File: config.mk
export PLATFORM = sky130hd
export DESIGN_NAME = vim_enable_map
export DESIGN_NICKNAME = d
export VERILOG_FILES = /design/src/rtl/vim_pkg.sv /design/src/rtl/vim_arbiter.sv /design/src/rtl/vim_enable_map.sv /design/src/rtl/vim_src_gate.sv
export SDC_FILE = /design/constraint.sdc
export NUM_CORES = 1
export LEC_CHECK = 0
export BUFFER_PORTS_ARGS = -buffer_cell sky130_fd_sc_hd__buf_4
export CAP_MARGIN = 20
export CORE_MARGIN = 5
export CORE_UTILIZATION = 45
export DETAILED_ROUTE_END_ITERATION = 16
export GPL_TIMING_DRIVEN = 0
export PLACE_DENSITY_LB_ADDON = 0.05
export SLEW_MARGIN = 25
export SYNTH_ARGS = -nofsm -noshare
export SYNTH_HDL_FRONTEND = slang
export SYNTH_HIERARCHICAL = 1
export SYNTH_SLANG_ARGS = --single-unit
File: constraint.sdc
create_clock -name sys_clk -period 4.02 [get_ports sys_clk]
set_clock_uncertainty 0.1 [all_clocks]
set_input_delay 0.201 -clock sys_clk [delete_from_list [all_inputs] [get_ports sys_clk]]
set_output_delay 0.201 -clock sys_clk [all_outputs]
set_load 0.01 [all_outputs]
File: src/rtl/vim_pkg.sv
/*
 * Shared constants, types and the vector function for the vectored interrupt
 * enable map. Assumes one system clock and byte-wide special function
 * register access with bit addressing.
 */
package vim_pkg;

    // register map
    localparam logic [7:0] EN_REG_ADDR = 8'hA8;
    localparam logic [7:0] EN_REG_RESET = 8'h00;
    localparam logic [7:0] SFR_IDLE_DATA = 8'h00;
    localparam int BIT_IDX_W = 3;

    // interrupt_enable field positions
    localparam int IEB_EXT0 = 0;
    localparam int IEB_T0 = 1;
    localparam int IEB_EXT1 = 2;
    localparam int IEB_T1 = 3;
    localparam int IEB_UART0 = 4;
    localparam int IEB_T2 = 5;
    localparam int IEB_SPI = 6;
    localparam int IEB_GLOBAL = 7;

    // timer_ctrl_reg pending flag positions
    localparam int TCB_EXT0_PEND = 1;
    localparam int TCB_EXT1_PEND = 3;
    localparam int TCB_T0_OVF = 5;
    localparam int TCB_T1_OVF = 7;

    // priority_reg position of ext_one_priority
    localparam int PRB_EXT1 = 2;

    // arbitration orders
    localparam int NUM_SRC = 21;
    localparam int ORDER_W = 5;
    localparam int ORD_EXT0 = 0;
    localparam int ORD_T0 = 1;
    localparam int ORD_EXT1 = 2;
    localparam int ORD_T1 = 3;
    localparam int ORD_UART0 = 4;
    localparam int ORD_T2 = 5;
    localparam int ORD_SPI = 6;
    localparam int EXT_LO = 7;
    localparam int EXT_HI = 20;
    localparam int RESERVED_ORDER = 17;

    // code vectors
    localparam int VEC_W = 16;
    localparam logic [15:0] VEC_BASE = 16'h0003;
    localparam int VEC_SHIFT = 3;
    localparam logic [15:0] RESET_VECTOR = 16'h0000;

    typedef enum logic {
        VIM_REQ_IDLE,
        VIM_REQ_POSTED
    } vim_req_t;

    typedef enum logic [1:0] {
        VIM_SVC_NONE,
        VIM_SVC_LOW,
        VIM_SVC_HIGH,
        VIM_SVC_HIGH_OVER_LOW
    } vim_svc_t;

    // each order slot is eight bytes above the previous one
    function automatic logic [15:0] vector_of(input logic [4:0] order);
        logic [15:0] wide;
        wide = {11'h000, order};
        return VEC_BASE + (wide << VEC_SHIFT);
    endfunction

endpackage

File: src/rtl/vim_arbiter.sv
/*
 * Two-level fixed-order arbiter: high level first, lowest order within a level.
 * Purely combinational; the caller registers the result.
 */
`timescale 1ns/1ps
module vim_arbiter (
    input wire logic [vim_pkg::NUM_SRC-1:0] req,
    input wire logic [vim_pkg::NUM_SRC-1:0] prio,
    input wire logic allow_low,
    input wire logic allow_high,
    output logic found,
    output logic [vim_pkg::ORDER_W-1:0] order,
    output logic level
);
    import vim_pkg::*;

    // returns {hit, index of lowest set bit}
    function automatic logic [ORDER_W:0] lowest_set(input logic [NUM_SRC-1:0] v);
        logic hit;
        logic [ORDER_W-1:0] idx;
        hit = 1'b0;
        idx = '0;
        for (int i = NUM_SRC - 1; i >= 0; i--) begin
            if (v[i]) begin
                hit = 1'b1;
                idx = ORDER_W'(i);
            end
        end
        return {hit, idx};
    endfunction

    wire logic [NUM_SRC-1:0] hi_vec = req & prio & {NUM_SRC{allow_high}};
    wire logic [NUM_SRC-1:0] lo_vec = req & ~prio & {NUM_SRC{allow_low}};
    wire logic [ORDER_W:0] hi_pick = lowest_set(hi_vec);
    wire logic [ORDER_W:0] lo_pick = lowest_set(lo_vec);

    // a high-level request always beats any low-level one
    assign found = hi_pick[ORDER_W] | lo_pick[ORDER_W];
    assign level = hi_pick[ORDER_W];
    assign order = hi_pick[ORDER_W] ? hi_pick[ORDER_W-1:0] : lo_pick[ORDER_W-1:0];

endmodule

File: src/rtl/vim_enable_map.sv
/*
 * Vectored interrupt enable map: interrupt_enable register, source gating,
 * two-level arbitration, handler nesting and the vector request to the core.
 * Assumes pending flags, priority bits and the extended enables come from
 * logic on sys_clk, and that the core pulses vec_ack when it vectors and
 * vec_return when a handler returns.
 */
`timescale 1ns/1ps
module vim_enable_map (
    input wire logic sys_clk,
    input wire logic rst,
    input wire logic [7:0] sfr_addr,
    input wire logic sfr_wr,
    input wire logic sfr_rd,
    input wire logic [7:0] sfr_wdata,
    output logic [7:0] sfr_rdata,
    input wire logic sfr_bit_wr,
    input wire logic [7:0] sfr_bit_addr,
    input wire logic sfr_bit_wdata,
    input wire logic [7:0] timer_ctrl_reg,
    input wire logic [7:0] priority_reg,
    input wire logic uart_zero_rx_flag,
    input wire logic uart_zero_tx_flag,
    input wire logic timer_two_low_overflow,
    input wire logic timer_two_high_overflow,
    input wire logic spi_transfer_done,
    input wire logic spi_write_collision,
    input wire logic spi_mode_fault,
    input wire logic spi_receive_overrun,
    input wire logic [vim_pkg::EXT_HI:vim_pkg::EXT_LO] ext_src_pending,
    input wire logic [vim_pkg::EXT_HI:vim_pkg::EXT_LO] ext_src_enable,
    input wire logic [vim_pkg::EXT_HI:vim_pkg::EXT_LO] ext_src_priority,
    input wire logic vec_ack,
    input wire logic vec_return,
    output logic vec_req,
    output logic [vim_pkg::VEC_W-1:0] vec_addr,
    output logic [vim_pkg::ORDER_W-1:0] vec_order,
    output logic vec_high,
    output logic [7:0] interrupt_enable,
    output logic [vim_pkg::NUM_SRC-1:0] src_pending,
    output logic handler_low_active,
    output logic handler_high_active
);
    import vim_pkg::*;

    // state
    logic [7:0] enreg_r;
    logic [7:0] enreg_nxt;
    logic [7:0] rdata_r;
    logic [7:0] rdata_nxt;
    logic [NUM_SRC-1:0] pend_r;
    vim_req_t req_r;
    vim_req_t req_nxt;
    vim_svc_t svc_r;
    vim_svc_t svc_nxt;
    logic [VEC_W-1:0] addr_r;
    logic [VEC_W-1:0] addr_nxt;
    logic [ORDER_W-1:0] order_r;
    logic [ORDER_W-1:0] order_nxt;
    logic high_r;
    logic high_nxt;
    // registered copies of the status outputs
    logic vec_req_r;
    logic vec_req_nxt;
    logic low_active_r;
    logic low_active_nxt;
    logic high_active_r;
    logic high_active_nxt;

    // enable-register field names
    wire logic global_irq_enable = enreg_r[IEB_GLOBAL];
    wire logic spi_irq_enable = enreg_r[IEB_SPI];
    wire logic timer_two_irq_enable = enreg_r[IEB_T2];
    wire logic uart_zero_irq_enable = enreg_r[IEB_UART0];
    wire logic timer_one_irq_enable = enreg_r[IEB_T1];
    wire logic ext_line_one_enable = enreg_r[IEB_EXT1];
    wire logic timer_zero_irq_enable = enreg_r[IEB_T0];
    wire logic ext_line_zero_enable = enreg_r[IEB_EXT0];

    // pending flags held in the timer control register, plus ext_one_priority from the priority register
    wire logic ext_zero_pending = timer_ctrl_reg[TCB_EXT0_PEND];
    wire logic ext_one_pending = timer_ctrl_reg[TCB_EXT1_PEND];
    wire logic timer_zero_overflow_flag = timer_ctrl_reg[TCB_T0_OVF];
    wire logic timer_one_overflow_flag = timer_ctrl_reg[TCB_T1_OVF];
    wire logic ext_one_priority = priority_reg[PRB_EXT1];

    // register access decode
    // the eight bit addresses from the byte address upward pick one enable bit each
    wire logic en_byte_hit = (sfr_addr == EN_REG_ADDR);
    wire logic en_byte_wr = sfr_wr & en_byte_hit;
    wire logic en_bit_hit = (sfr_bit_addr[7:BIT_IDX_W] == EN_REG_ADDR[7:BIT_IDX_W]);
    wire logic en_bit_wr = sfr_bit_wr & en_bit_hit;
    wire logic [BIT_IDX_W-1:0] en_bit_idx = sfr_bit_addr[BIT_IDX_W-1:0];

    // per-order pending, enable and priority vectors
    logic [NUM_SRC-1:0] pend_w;
    logic [NUM_SRC-1:0] en_w;
    logic [NUM_SRC-1:0] prio_w;

    assign pend_w[ORD_EXT0] = ext_zero_pending;
    assign pend_w[ORD_T0] = timer_zero_overflow_flag;
    assign pend_w[ORD_EXT1] = ext_one_pending;
    assign pend_w[ORD_T1] = timer_one_overflow_flag;
    assign pend_w[ORD_UART0] = uart_zero_rx_flag | uart_zero_tx_flag;
    assign pend_w[ORD_T2] = timer_two_low_overflow | timer_two_high_overflow;
    // all four serial-peripheral causes share one request and one mask
    assign pend_w[ORD_SPI] = spi_transfer_done | spi_write_collision
        | spi_mode_fault | spi_receive_overrun;
    assign pend_w[EXT_HI:EXT_LO] = ext_src_pending;

    assign en_w[ORD_EXT0] = ext_line_zero_enable;
    assign en_w[ORD_T0] = timer_zero_irq_enable;
    assign en_w[ORD_EXT1] = ext_line_one_enable;
    assign en_w[ORD_T1] = timer_one_irq_enable;
    assign en_w[ORD_UART0] = uart_zero_irq_enable;
    assign en_w[ORD_T2] = timer_two_irq_enable;
    assign en_w[ORD_SPI] = spi_irq_enable;
    assign en_w[EXT_HI:EXT_LO] = ext_src_enable;

    // the low seven priority bits line up with orders zero to six
    assign prio_w[ORD_SPI:ORD_EXT0] = {priority_reg[ORD_SPI:PRB_EXT1 + 1],
        ext_one_priority, priority_reg[PRB_EXT1 - 1:ORD_EXT0]};
    assign prio_w[EXT_HI:EXT_LO] = ext_src_priority;

    // gating and arbitration
    logic [NUM_SRC-1:0] gated_w;
    logic found_w;
    logic [ORDER_W-1:0] order_w;
    logic level_w;

    vim_src_gate u_gate (
        .pend(pend_w),
        .en(en_w),
        .global_en(global_irq_enable),
        .req(gated_w)
    );

    // nesting decides which levels may still be taken
    wire logic allow_low = (svc_r == VIM_SVC_NONE);
    wire logic allow_high = (svc_r == VIM_SVC_NONE) | (svc_r == VIM_SVC_LOW);

    vim_arbiter u_arb (
        .req(gated_w),
        .prio(prio_w),
        .allow_low(allow_low),
        .allow_high(allow_high),
        .found(found_w),
        .order(order_w),
        .level(level_w)
    );

    // a request posted before its enable is cleared stays up until the core takes it,
    // so the handler may start with the enable already reading zero
    wire logic take_new = (req_r == VIM_REQ_IDLE) & found_w;
    wire logic acked = (req_r == VIM_REQ_POSTED) & vec_ack;

    // enable register next value; a bit write lands on top of a byte write
    always_comb begin
        enreg_nxt = enreg_r;
        if (en_byte_wr) begin
            enreg_nxt = sfr_wdata;
        end
        // the other seven bits keep their value on a bit write
        if (en_bit_wr) begin
            enreg_nxt[en_bit_idx] = sfr_bit_wdata;
        end
    end

    // reads of other addresses answer zero so they can be or-ed on the shared bus
    assign rdata_nxt = (sfr_rd & en_byte_hit) ? enreg_r : SFR_IDLE_DATA;

    // request handshake with the core
    always_comb begin
        req_nxt = req_r;
        addr_nxt = addr_r;
        order_nxt = order_r;
        high_nxt = high_r;
        case (req_r)
            VIM_REQ_IDLE: begin
                if (take_new) begin
                    req_nxt = VIM_REQ_POSTED;
                    addr_nxt = vector_of(order_w);
                    order_nxt = order_w;
                    high_nxt = level_w;
                end
            end
            VIM_REQ_POSTED: begin
                if (vec_ack) begin
                    req_nxt = VIM_REQ_IDLE;
                end
            end
            default: begin
                req_nxt = VIM_REQ_IDLE;
            end
        endcase
    end

    // handler nesting: a return unwinds first, then an acknowledge nests
    always_comb begin
        svc_nxt = svc_r;
        if (vec_return) begin
            case (svc_r)
                VIM_SVC_HIGH_OVER_LOW: svc_nxt = VIM_SVC_LOW;
                VIM_SVC_HIGH: svc_nxt = VIM_SVC_NONE;
                VIM_SVC_LOW: svc_nxt = VIM_SVC_NONE;
                default: svc_nxt = VIM_SVC_NONE;
            endcase
        end
        if (acked) begin
            case (svc_nxt)
                VIM_SVC_NONE: svc_nxt = high_r ? VIM_SVC_HIGH : VIM_SVC_LOW;
                VIM_SVC_LOW: svc_nxt = high_r ? VIM_SVC_HIGH_OVER_LOW : VIM_SVC_LOW;
                default: svc_nxt = svc_nxt;
            endcase
        end
    end

    // status decoded ahead of the flops so each output leaves a register
    assign vec_req_nxt = (req_nxt == VIM_REQ_POSTED);
    assign low_active_nxt = (svc_nxt == VIM_SVC_LOW) | (svc_nxt == VIM_SVC_HIGH_OVER_LOW);
    assign high_active_nxt = (svc_nxt == VIM_SVC_HIGH) | (svc_nxt == VIM_SVC_HIGH_OVER_LOW);

    // own block; these track the state flops edge for edge
    always_ff @(posedge sys_clk) begin
        if (rst) begin
            vec_req_r <= 1'b0;
            low_active_r <= 1'b0;
            high_active_r <= 1'b0;
        end else begin
            vec_req_r <= vec_req_nxt;
            low_active_r <= low_active_nxt;
            high_active_r <= high_active_nxt;
        end
    end

    always_ff @(posedge sys_clk) begin
        if (rst) begin
            enreg_r <= EN_REG_RESET;
            rdata_r <= SFR_IDLE_DATA;
        end else begin
            enreg_r <= enreg_nxt;
            rdata_r <= rdata_nxt;
        end
    end

    // raw pending flags are mirrored whatever the enables say
    always_ff @(posedge sys_clk) begin
        if (rst) begin
            pend_r <= '0;
        end else begin
            pend_r <= pend_w;
        end
    end

    always_ff @(posedge sys_clk) begin
        if (rst) begin
            req_r <= VIM_REQ_IDLE;
            addr_r <= RESET_VECTOR;
            order_r <= '0;
            high_r <= 1'b0;
            svc_r <= VIM_SVC_NONE;
        end else begin
            req_r <= req_nxt;
            addr_r <= addr_nxt;
            order_r <= order_nxt;
            high_r <= high_nxt;
            svc_r <= svc_nxt;
        end
    end

    // outputs straight from flip-flops
    assign sfr_rdata = rdata_r;
    assign interrupt_enable = enreg_r;
    assign src_pending = pend_r;
    assign vec_req = vec_req_r;
    assign vec_addr = addr_r;
    assign vec_order = order_r;
    assign vec_high = high_r;
    assign handler_low_active = low_active_r;
    assign handler_high_active = high_active_r;

endmodule

File: src/rtl/vim_src_gate.sv
/*
 * Per-source request gating: pending flag, own enable and global enable.
 * Assumes flags and enables come from logic on the same clock.
 */
`timescale 1ns/1ps
module vim_src_gate (
    input wire logic [vim_pkg::NUM_SRC-1:0] pend,
    input wire logic [vim_pkg::NUM_SRC-1:0] en,
    input wire logic global_en,
    output logic [vim_pkg::NUM_SRC-1:0] req
);
    import vim_pkg::*;

    genvar g;
    generate
        for (g = 0; g < NUM_SRC; g++) begin : g_src
            if (g == RESERVED_ORDER) begin : g_rsv
                // the reserved slot has no source behind it
                assign req[g] = 1'b0;
            end else begin : g_live
                assign req[g] = pend[g] & en[g] & global_en;
            end
        end
    endgenerate

endmodule

Word-level counts from Yosys, hierarchy flattened

Cells that the tools add are included.

Input port bits: 98
Word-level logic and storage cells: 186
Output and inout port bits: 62
Latch bits: 0
Register bits after elaboration: 64
Memory bits (read-only): 0
Memories: 0
Memory bits (writable): 0

$lt $le $gt $ge: 2
Bitwise gates (word level): 61
Equality and inequality tests: 8
Add/sub/neg operators: 1
$mul: 0
Multiplexer cells: 99
Shifts and indexed selects: 0
Div/mod/pow operators: 0
Reductions and logical operators: 5

Operators by type and width:

| kind                                                              | number |
|---|---|
| 2-to-1 mux 5 bit                                                  | 43 |
| AND 21 bit                                                        | 4 |
| 2-to-1 mux 1 bit                                                  | 46 |
| AND 1 bit                                                         | 45 |
| inverter 21 bit                                                   | 1 |
| 2-to-1 mux 8 bit                                                  | 2 |
| adder 2 x 8 -> 9 bit, first input constant                        | 1 |
| bitwise OR 1 bit                                                  | 9 |
| bitwise mux 8 bit                                                 | 1 |
| equality test 8 bit, second input constant                        | 1 |
| 2-to-1 mux 2 bit                                                  | 4 |
| equality test 2 x 1 -> 1 bit, second input constant               | 3 |
| equality test 2 bit, second input constant                        | 3 |
| equality test 5 bit, second input constant                        | 1 |
| logical NOT 2 bit                                                 | 2 |
| less-than comparator 3 x 4 -> 1 bit, second input constant        | 1 |
| case mux 2 bit (2 select lines)                                   | 1 |
| demux 1 bit (select 3 bit)                                        | 1 |
| greater-or-equal comparator 3 x 1 -> 1 bit, second input constant | 1 |
| inverter 1 bit                                                    | 2 |
| case mux 1 bit (2 select lines)                                   | 1 |
| AND reduction 2 bit                                               | 1 |
| OR reduction 2 bit                                                | 1 |
| logical AND 1 bit                                                 | 1 |

Longest topological paths before layout

Gate-level depths: netlist of run 1.

Depth in word-level cells: 32
Gate-level depth with buffers: 12
Depth with buffers taken out: 11

By module

Netlist of run 1, hierarchy kept.

Modules (own cells, without submodules):

| module         | seq. area each (um2) | area each (um2) | cells each | instances |
|---|---|---|---|---|
| vim_enable_map | 960.9                | 1,915.6         | 189        | 1 |
| vim_arbiter    | 0.0                  | 829.5           | 138        | 1 |
| vim_src_gate   | 0.0                  | 156.4           | 24         | 1 |

Worst setup path before layout of run 1

OpenSTA, ideal clock, no wires.

Path kind: input-to-reg
Start point: in spi_write_collision
End point: reg addr_r[7], in the netlist vec_addr[7]
Path slack: 1.137 ns
Stages: 12
Path buffers: 1
Arrival time: 2.655 ns
Library setup time: 0.128 ns
Cells stage by stage: or4_1 and3_1 a22o_1 nand2_1 nand4_1 nor2_2 nand2_2 or4b_1 nor2b_1 clkbuf_1 mux2i_1 nor2_1

Cells in the longest elaborated chain, start to end: 17
Elaborated cells on any way between the ends: 42
Those cells by class: add/sub: 1; mux: 29; bitwise: 11; reduce/logical: 1

Ends and longest elaborated chain:

| what                                 | line                  | source |
|---|---|---|
| start, declared                      | vim_enable_map.sv:27  | `input wire logic spi_write_collision,` |
| bitwise OR 1 bit                     | vim_enable_map.sv:107 | `assign pend_w[ORD_SPI] = spi_transfer_done \| spi_write_collision` |
| bitwise OR 1 bit (2 in a row)        | vim_enable_map.sv:108 | `\| spi_mode_fault \| spi_receive_overrun;` |
| AND 1 bit (2 in a row)               | vim_src_gate.sv:21    | `assign req[g] = pend[g] & en[g] & global_en;` |
| named net gated_w[6]                 | vim_enable_map.sv:126 | `logic [NUM_SRC-1:0] gated_w;` |
| AND 21 bit (2 in a row)              | vim_arbiter.sv:32     | `wire logic [NUM_SRC-1:0] hi_vec = req & prio & {NUM_SRC{allow_high}};` |
| 2-to-1 mux 1 bit (7 in a row)        | vim_arbiter.sv:24     | `if (v[i]) begin` |
| named net level_w                    | vim_enable_map.sv:129 | `logic level_w;` |
| bitwise OR 1 bit                     | vim_arbiter.sv:38     | `assign found = hi_pick[ORDER_W] \| lo_pick[ORDER_W];` |
| named net found_w                    | vim_enable_map.sv:127 | `logic found_w;` |
| AND 1 bit                            | vim_enable_map.sv:154 | `wire logic take_new = (req_r == VIM_REQ_IDLE) & found_w;` |
| AND reduction 2 bit (no source line) | -                     |  |
| end signal, assigned                 | vim_enable_map.sv:264 | `addr_r <= addr_nxt;` |
| end, declared                        | vim_enable_map.sv:56  | `logic [VEC_W-1:0] addr_r;` |

The timed path passes the listed nets, and every way through them passes these cells.
A chain may end at the register's enable or synchronous reset.

Final worst setup path of run 1

Start point: reg enreg_r[7], in the netlist interrupt_enable[7]
End point: reg order_r[0], in the netlist vec_order[0]

Elaborated cells on any way between the ends: 110
Those cells by class: mux: 83; bitwise: 26; reduce/logical: 1

RTL lines:

| what                                 | line                  | source |
|---|---|---|
| start, declared                      | vim_enable_map.sv:47  | `logic [7:0] enreg_r;` |
| start signal, assigned               | vim_enable_map.sv:241 | `enreg_r <= enreg_nxt;` |
| AND 1 bit                            | vim_src_gate.sv:21    |  |
| named net gated_w[5]                 | vim_enable_map.sv:126 |  |
| AND 21 bit (2 in a row)              | vim_arbiter.sv:32     |  |
| 2-to-1 mux 1 bit (6 in a row)        | vim_arbiter.sv:24     |  |
| named net level_w                    | vim_enable_map.sv:129 |  |
| bitwise OR 1 bit                     | vim_arbiter.sv:38     |  |
| named net found_w                    | vim_enable_map.sv:127 |  |
| AND 1 bit                            | vim_enable_map.sv:154 |  |
| AND reduction 2 bit (no source line) | -                     |  |
| end signal, assigned                 | vim_enable_map.sv:265 | `order_r <= order_nxt;` |
| end, declared                        | vim_enable_map.sv:58  | `logic [ORDER_W-1:0] order_r;` |

The timed path passes the listed nets, and every way through them passes these cells.

==> metrics.md, run 1 <==
| Metric | Value |
|---|---|
| Status | `completed` |
| Syn. warnings | `6` |
| Cells after Synth | `351` |
| Sink Count | `48` |
| Post-cts hold buffer count | `0` |
| Detail Placement HPWL | `7220 um` |
| Post-cts sizing count | `0` |
| Post-synthesis cell type count | `59` |
| Max clock buf depth | `2` |
| Register bit total from synthesis | `48` |
| Fin. max-slew vios | `0` |
| Final antenna-violating net count | `0` |
| Setup violators final | `0` |
| Diodes inserted | `0` |
| Initial core utilization | `46.0%` |
| CTS root buffer | `clkbuf_8` |
| Design Power | `0.978 mW` |
| Avg WL per Cell | `14.9 um` |
| Worst Path Required | `4.10 ns` |
| Slew HR | `55.2%` |
| Number of enable flip-flop cells after synthesis | `0` |
| Num rows | `29` |
| GRT Total Usage | `21.0%` |
| Total wire length | `8710 um` |
| Maximum clock rate | `327 MHz` |
| Core Area | `6310 um2` |
| Ys async rst share | `0%` |
| Pleak | `2.00 nW` |
| Post-route cell area | `4180 um2` |
| Post-Syn Area | `2900 um2` |
| Crit path launch type | `register` |
| Global-route wire length before repair | `14500 um` |
| Seq/Total Area, Yosys | `33.1%` |
| Initial antenna violation count | `0` |
| Die extent in x | `90.3 um` |
| IO Pins | `160` |
| H-tree Lvls | `2` |
| CTS tree | `built` |
| Area delta synth->final | `43.9%` |
| Hold Crit Class | `input pin to register` |
| Dpl cell area | `4090 um2` |
| Biggest area consumer among synthesized cells | `dfxtp_1` |
| CTS clk-pin slew, worst paths | `0.09 ns` |
| Final global-route overflow total | `0` |
| IO buf count | `142` |
| Die height | `90.3 um` |
| DR iter-0 viols | `138` |
| CTS buffer count | `5` |
| Crit share post-route | `76.2%` |
| Crit path time final | `3.06 ns` |
| RSZ-0062 raised after global routing | `no` |
| DRC | `0` |
| Layout cell share with drive strength beyond 1 | `39.4%` |
| Worst setup EP type | `register` |
| Slew @ Worst Pin | `0.663 ns` |
| Vias in the first global route | `3184` |
| Max cap viols | `0` |
| Top-count cell post-synth | `dfxtp_1` |
| Largest net degree at the start of global routing | `15` |
| Final net count | `606` |
| Power per cell area | `234 nW/um2` |
| Post-synth top flop | `dfxtp_1` |
| CP Max Fanout | `10` |
| Die area | `8150 um2` |
| Synth top area cells | `dfxtp_1, nor2b_1, buf_4, nand2_1, a22o_1` |
| Critical Path AT | `3.14 ns` |
| Skew-Pair Late Insertion Delay | `0.30 ns` |
| GPL Wtd Cong | `0.886` |
| Setup bufs post-CTS | `0` |
| Setup TNS Final | `0 ns` |
| Final count of hold timing violations | `0` |
| Via density | `5.37` |
| Most instantiated cells after synthesis | `dfxtp_1, nor2b_1, nand2_1, buf_4, nor2_1` |
| Initial DRT Pass Iterations | `6` |
| Top cell type's share of synthesized area | `33.1%` |
| Peak VDD IR | `190 uV` |
| CP Class | `register to register` |
| Mean post-synth cell area | `8.27 um2` |
| Via count | `3140` |
[layout make-up]
class	count	area, um2
fillers	583	2140
clock inverters	2	12.5
plain buffers	32	193
well taps	77	96.3
multi-input cells	270	1740
inverters	9	33.8
clock buffers	5	68.8
repair buffers	142	1070
flip-flops and latches	48	961
[through the flow]
| step | hold slack, ns | setup slack [ns] | instances | utilization (%) |
|---|---|---|---|---|
| final | 0.0124 | 0.957 | 585 | 66.1 |
| after global placement | 0.310 | 0.795 | 578 | 64.8 |
| after CTS | 0.00770 | 0.963 | 585 | 66.1 |
| after floorplan | 0.201 | 1.14 | 359 | - |
| after global routing | 0.0151 | 0.688 | 585 | 66.1 |
| after detailed placement | 0.321 | 0.741 | 578 | 64.8 |
[cells by family after synthesis]
| group | share of synthesized area [%] |
|---|---|
| compound gates | 22.0 |
| other cells | 0.259 |
| buf+inv | 7.80 |
| mux | 2.07 |
| simple gates | 34.8 |
| flops | 33.1 |
[per-layer routing]
| metal | global-route usage [%] | share of wire, % |
|---|---|---|
| met2 | 41.4 | 55 |
| met1 | 22.0 | 38 |
| met4 | 4.34 | 0.77 |
| met5 | 0 | 0 |
| met3 | 5.33 | 6.1 |
[registers in the layout, summed over array words and instances, names as in the netlist]
signal / cells
handler_high_active: 1
interrupt_enable: 8
handler_low_active: 1
sfr_rdata: 8
req_r: 1
vec_high: 1
svc_r: 1
vec_order: 4
src_pending: 21
vec_addr: 2
[worst max-delay path, cell delays in order (launching register included)]
cell and delay (ns):
dfxtp_1 0.36, clkbuf_2 0.21, and3_1 0.26, a22o_1 0.23
nand2_1 0.12, nand4_1 0.15, nor2_2 0.19, nand2_2 0.10
or4b_1 0.55, nor2b_1 0.15, clkbuf_1 0.23, mux2i_1 0.22
nor2_1 0.06
[where the power goes]
part           internal (mW)  switching [mW]  leakage [nW]
combinational          0.119          0.0837          1.56
sequential             0.492         0.00741         0.394
clock                  0.118           0.158        0.0400
[final timing paths]
path,startpoint,to,slack [ns],cells past startpoint
setup reg to reg,interrupt_enable[7],vec_order[0],0.96,12
setup / recovery,interrupt_enable[7],vec_order[0],0.96,12
hold / removal,vec_ack,req_r,0.01,2
hold reg to reg,vec_addr[1],vec_addr[1],0.41,2
[cell usage in the layout, fill, tap and decap left out, drive strengths merged, types with 9 or more instances in the layout]
cell type,n
clkbuf,16
nor2b,42
conb,10
nand3,11
a31oi,12
and3,21
inv,9
nand4,13
and2,10
nor2,17
o31ai,9
dfxtp,48
nand2,27
buf,163
a22o,10
o21ai,18
Note: power is estimated with default switching activity, not from simulation.
==> run 2: changes to the inputs <==
--- a/config.mk
+++ b/config.mk
@@ -8,7 +8,7 @@
 export BUFFER_PORTS_ARGS = -buffer_cell sky130_fd_sc_hd__buf_4
 export CAP_MARGIN = 20
 export CORE_MARGIN = 5
-export CORE_UTILIZATION = 45
+export CORE_UTILIZATION = 41
 export DETAILED_ROUTE_END_ITERATION = 16
 export GPL_TIMING_DRIVEN = 0
 export PLACE_DENSITY_LB_ADDON = 0.05
==> constraint.sdc (replaced) <==
create_clock -name sys_clk -period 2.6 [get_ports sys_clk]
set_clock_uncertainty 0.1 [all_clocks]
set_input_delay 0.13 -clock sys_clk [delete_from_list [all_inputs] [get_ports sys_clk]]
set_output_delay 0.13 -clock sys_clk [all_outputs]
set_load 0.01 [all_outputs]
==> metrics.md, run 2 (same netlist as run 1, synthesis figures left out) <==
| Metric | Value |
|---|---|
| Max clock buf depth | `2` |
| Met2 GRT Util | `40.1%` |
| Total wire length | `9290 um` |
| Commonest non-fill, non-tap cell in the layout | `buf_4` |
| Worst Path Required | `2.67 ns` |
| Power per cell area | `339 nW/um2` |
| Setup violators final | `0` |
| Via density | `5.07` |
| GPL Wtd Cong | `0.877` |
| Final count of hold timing violations | `0` |
| Crit share post-route | `97.8%` |
| Fin. max-slew vios | `0` |
| Highest-count cells in the layout ignoring fill and taps | `buf_4, dfxtp_1, nor2b_1` |
| CTS root buffer | `clkbuf_8` |
| Worst reg2reg path startpoint | `interrupt_enable[7]` |
| Design Power | `1.58 mW` |
| Maximum clock rate | `393 MHz` |
| Hold depth | `3` |
| DR iter-0 viols | `73` |
| Detail Placement HPWL | `7420 um` |
| Setup TNS Final | `0 ns` |
| Largest net degree at the start of global routing | `14` |
| Final global-route overflow total | `0` |
| Reg2reg end | `vec_order[3]` |
| R2r setup slk | `0.09 ns` |
| Busiest grt layer | `met2` |
| Crit path time final | `2.54 ns` |
| CP Class | `input pin to register` |
| Final hold slack | `0.0251 ns` |
| Initial DRT Pass Iterations | `4` |
| Met1 Use GR | `21.2%` |
| Die area | `8860 um2` |
| Util after Layout | `68.2%` |
| Sink Count | `48` |
| DRC | `0` |
| Number of flip-flops in the largest register | `21` |
| Vias in the first global route | `3316` |
| Diodes inserted | `0` |
| Hold Crit Class | `input pin to register` |
| H-tree Lvls | `2` |
| Met3 usage | `4.41%` |
| IO buf count | `142` |
| Status | `completed` |
| Crit path launch type | `input pin` |
| Slew HR | `54.8%` |
| Hold_sp | `sfr_wdata[7]` |
| RSZ-0062 raised after global routing | `yes` |
| Die extent in x | `94.1 um` |
| Core Area | `6830 um2` |
| R2R cell count | `11` |
| Slew @ Worst Pin | `0.669 ns` |
| Min-Delay Endpoint | `interrupt_enable[7]` |
| CP Max Fanout | `7` |
| Critical Path AT | `2.62 ns` |
| Max cap viols | `0` |
| CTS buffer count | `5` |
| Initial antenna violation count | `0` |
| Pleak | `2.17 nW` |
| Die height | `94.1 um` |
| Skew-Pair Late Insertion Delay | `0.30 ns` |
| Worst setup EP type | `register` |
| Final antenna-violating net count | `0` |
| Via count | `3232` |
| CTS clk-pin slew, worst paths | `0.08 ns` |
| Avg WL per Cell | `14.6 um` |
| Num rows | `30` |
| GRT Total Usage | `20.4%` |
| Initial core utilization | `42.5%` |
| IO Pins | `160` |
| # fillers | `638` |
| Final net count | `638` |
| Global-route wire length before repair | `14500 um` |
| CTS tree | `built` |
| Layout cell share with drive strength beyond 1 | `44.0%` |
| Register area | `965 um2` |
| Multi-input logic area | `1880 um2` |
| Peak VDD IR | `200 uV` |
| Area delta synth->final | `60.6%` |
## run 2: cell types whose count changed in the layout (fill, tap and decap cells not counted), sizes merged
cell          before  now
clkinv             1    0
buf              163  178
dlygate4sd3        0   18
clkinvlp           1    0
dlymetal6s4s       0    1
clkbuf            16   17
## run 2: worst max-delay path: stages
cell and delay (ns):
dlygate4sd3_1 0.55, buf_4 0.14, and3_4 0.18, a22o_1 0.23, o21ai_2 0.18, inv_2 0.06, a31oi_4 0.18, nand2_2 0.09
or4b_4 0.49, nor2b_4 0.18, mux2i_1 0.16, nor2_1 0.05
## run 2: what timing repair did
item,4_1_cts,5_1_grt
hold endpoints to repair,19,0
setup buffers,4,10
hold buffers,19,0
gates cloned,0,0
pin swaps,4,15
setup endpoints to repair,7,7
resized for setup,11,30
## run 2: area by class of cell
cell class              count  area share [%]
well taps                  96            2.58
multi-input cells         270            40.4
flip-flops and latches     48            20.7
clock buffers               8            1.93
repair buffers            175            29.3
plain buffers              31            4.40
inverters                   9           0.725
## run 2: worst max path at each step
stage / startpoint / endpoint / depth (start not counted)
2_1_floorplan: spi_write_collision / vec_addr[7] / 12
3_3_place_gp: spi_write_collision / vec_order[0] / 13
3_5_place_dp: spi_write_collision / vec_addr[7] / 13
4_1_cts: interrupt_enable[7] / vec_order[0] / 11
5_1_grt: interrupt_enable[7] / vec_order[1] / 11
6_report: ext_src_pending[18] / vec_order[3] / 12
## run 2: where the power goes
group	leakage [nW]	switching [mW]	internal [mW]
clock network	0.0455	0.238	0.217
logic	1.73	0.139	0.211
registers	0.395	0.0129	0.760
## run 2: stage by stage
| step | area [um2] | worst slack [ns] | cells |
|---|---|---|---|
| after floorplan | 2940 | -0.0204 | 359 |
| after global placement | 4130 | -0.339 | 597 |
| after detailed placement | 4130 | -0.353 | 597 |
| after CTS | 4470 | 0.0144 | 627 |
| after global routing | 4660 | -0.0366 | 637 |
| final | 4660 | 0.0575 | 637 |
## run 2: metal layers
metal  part of all wire (%)  wire (um)  up-vias
met5                      0          0        -
met4                    1.8        165        0
met3                    5.5        515       12
met2                     54       5020      108
met1                     39       3590     1476
li1                       -          -     1636
==> run 3: changes to the inputs <==
--- a/config.mk
+++ b/config.mk
@@ -11,8 +11,8 @@
 export CORE_UTILIZATION = 41
 export DETAILED_ROUTE_END_ITERATION = 16
 export GPL_TIMING_DRIVEN = 0
-export PLACE_DENSITY_LB_ADDON = 0.05
-export SLEW_MARGIN = 25
+export PLACE_DENSITY = 0.81
+export SLEW_MARGIN = 20
 export SYNTH_ARGS = -nofsm -noshare
 export SYNTH_HDL_FRONTEND = slang
 export SYNTH_HIERARCHICAL = 1
==> metrics.md, run 3 (same netlist as run 1, synthesis figures left out) <==
| Metric | Value |
|---|---|
| Final count of hold timing violations | `0` |
| Final antenna-violating net count | `0` |
| Number of flip-flops in the largest register | `21` |
| IO Pins | `160` |
| Worst reg2reg path startpoint | `interrupt_enable[7]` |
| Num rows | `30` |
| Max clock buf depth | `2` |
| CTS buffer count | `5` |
| Die area | `8860 um2` |
| Multi-input logic area | `1880 um2` |
| Die extent in x | `94.1 um` |
| Total wire length | `10100 um` |
| H-tree Lvls | `2` |
| CP Max Fanout | `7` |
| Initial antenna violation count | `0` |
| Crit path time final | `2.54 ns` |
| Final hold slack | `0.0307 ns` |
| Register area | `965 um2` |
| CTS tree | `built` |
| # fillers | `566` |
| Slew HR | `50.0%` |
| Diodes inserted | `0` |
| Slew @ Worst Pin | `0.740 ns` |
| Peak VDD IR | `175 uV` |
| Design Power | `1.59 mW` |
| Pleak | `2.20 nW` |
| Worst Path Required | `2.68 ns` |
| Dpl cell area | `4130 um2` |
| Hold Crit Class | `input pin to register` |
| Skew-Pair Late Insertion Delay | `0.29 ns` |
| Largest net degree at the start of global routing | `14` |
| DR iter-0 viols | `139` |
| Worst setup EP type | `register` |
| RSZ-0062 raised after global routing | `yes` |
| Setup TNS Final | `0 ns` |
| CP Capture Point | `vec_order[2]` |
| Via density | `5.18` |
| Final net count | `648` |
| Global-route wire length before repair | `15400 um` |
| Area delta synth->final | `63.3%` |
| Post-route cell area | `4740 um2` |
| Sw power | `0.398 mW` |
| R2r setup slk | `0.06 ns` |
| GPL Wtd Cong | `0.870` |
| CTS root buffer | `clkbuf_8` |
| Clock power frac | `29.0%` |
| Commonest non-fill, non-tap cell in the layout | `buf_4` |
| Power per cell area | `335 nW/um2` |
| Setup violators final | `0` |
| Initial DRT Pass Iterations | `4` |
| CP startpoint | `ext_src_pending[19]` |
| Layout cell share with drive strength beyond 1 | `45.0%` |
| CTS clk-pin slew, worst paths | `0.08 ns` |
| IO buf count | `142` |
| Fin. max-slew vios | `0` |
| Reg power frac | `48.7%` |
| R2R cell count | `11` |
| Detail Placement HPWL | `7820 um` |
| Avg WL per Cell | `15.7 um` |
| Critical Path AT | `2.62 ns` |
| Vias in the first global route | `3390` |
| Status | `completed` |
| GRT Total Usage | `21.6%` |
| Via count | `3353` |
| Crit share post-route | `97.8%` |
| CP Class | `input pin to register` |
| Sink Count | `48` |
| Max cap viols | `0` |
| Core Area | `6830 um2` |
| Reg2reg end | `vec_order[2]` |
| Initial core utilization | `42.5%` |
| Switching share of power | `25.1%` |
| Crit path launch type | `input pin` |
| Design internal power | `1.19 mW` |
| Maximum clock rate | `393 MHz` |
| Final global-route overflow total | `0` |
| Highest-count cells in the layout ignoring fill and taps | `buf_4, dfxtp_1, nor2b_1` |
| DRC | `0` |
| Die height | `94.1 um` |
| Combinational Power Share | `22.3%` |
-- run 3: worst min path at each step --
stage | cells after the start | endpoint | from | slack [ns]
floorplan | 1 | req_r | vec_ack | 0.13
CTS | 3 | handler_high_active | vec_return | 0.03
finish | 3 | handler_high_active | vec_return | 0.03
detailed placement | 2 | req_r | vec_ack | 0.24
global placement | 2 | req_r | vec_ack | 0.24
global route | 3 | interrupt_enable[5] | sfr_wdata[5] | 0.02
-- run 3: metal layers --
metal | vias to the layer above | GRT usage (%) | part of all wire, %
met1 | 1540 | 22.7 | 38
met3 | 16 | 6.25 | 7.9
met5 | - | 0 | 0
met4 | 0 | 4.33 | 1.3
met2 | 139 | 42.0 | 53
li1 | 1658 | - | -
-- run 3: what timing repair did --
action / 4_1_cts / 5_1_grt
gates cloned: 1 / 1
hold buffers: 19 / 0
resized for setup: 19 / 26
buffers inserted: 18 / 6
endpoints found under the setup margin: 7 / 7
pin swaps: 11 / 17
hold endpoints to repair: 19 / 0
-- run 3: area by class of cell --
| class | count | share of cell area [%] |
|---|---|---|
| Clock buffer | 8 | 1.90 |
| Tap cell | 96 | 2.54 |
| Inverter | 9 | 0.713 |
| Multi-Input combinational cell | 270 | 39.7 |
| Timing Repair Buffer | 185 | 30.5 |
| Sequential cell | 48 | 20.4 |
| Buffer | 31 | 4.33 |
-- run 3: power by group through the flow --
| stage | clock network [mW] | logic, mW | registers [mW] |
|---|---|---|---|
| floorplan | 0 | 0.119 | 0.802 |
| global placement | 0 | 0.310 | 0.790 |
| detailed placement | 0 | 0.316 | 0.791 |
| CTS | 0.475 | 0.345 | 0.773 |
| global route | 0.513 | 0.380 | 0.777 |
| finish | 0.460 | 0.353 | 0.773 |
-- run 3: metrics by stage --
step	worst slack [ns]	utilization [%]	instances
global placement	-0.327	60.5	597
global route	-0.0367	69.3	647
detailed placement	-0.356	60.5	597
CTS	0.00159	67.5	642
floorplan	-0.0204	-	359
finish	0.0564	69.3	647
-- run 3: worst max-delay path, cell delays in order --
cell	delay, ns
dlygate4sd3_1	0.53
buf_4	0.13
and3_4	0.17
a22o_1	0.26
o21ai_2	0.19
inv_2	0.06
a31oi_4	0.16
nand2_2	0.09
or4b_4	0.48
nor2b_4	0.18
mux2i_1	0.17
nor2_1	0.06
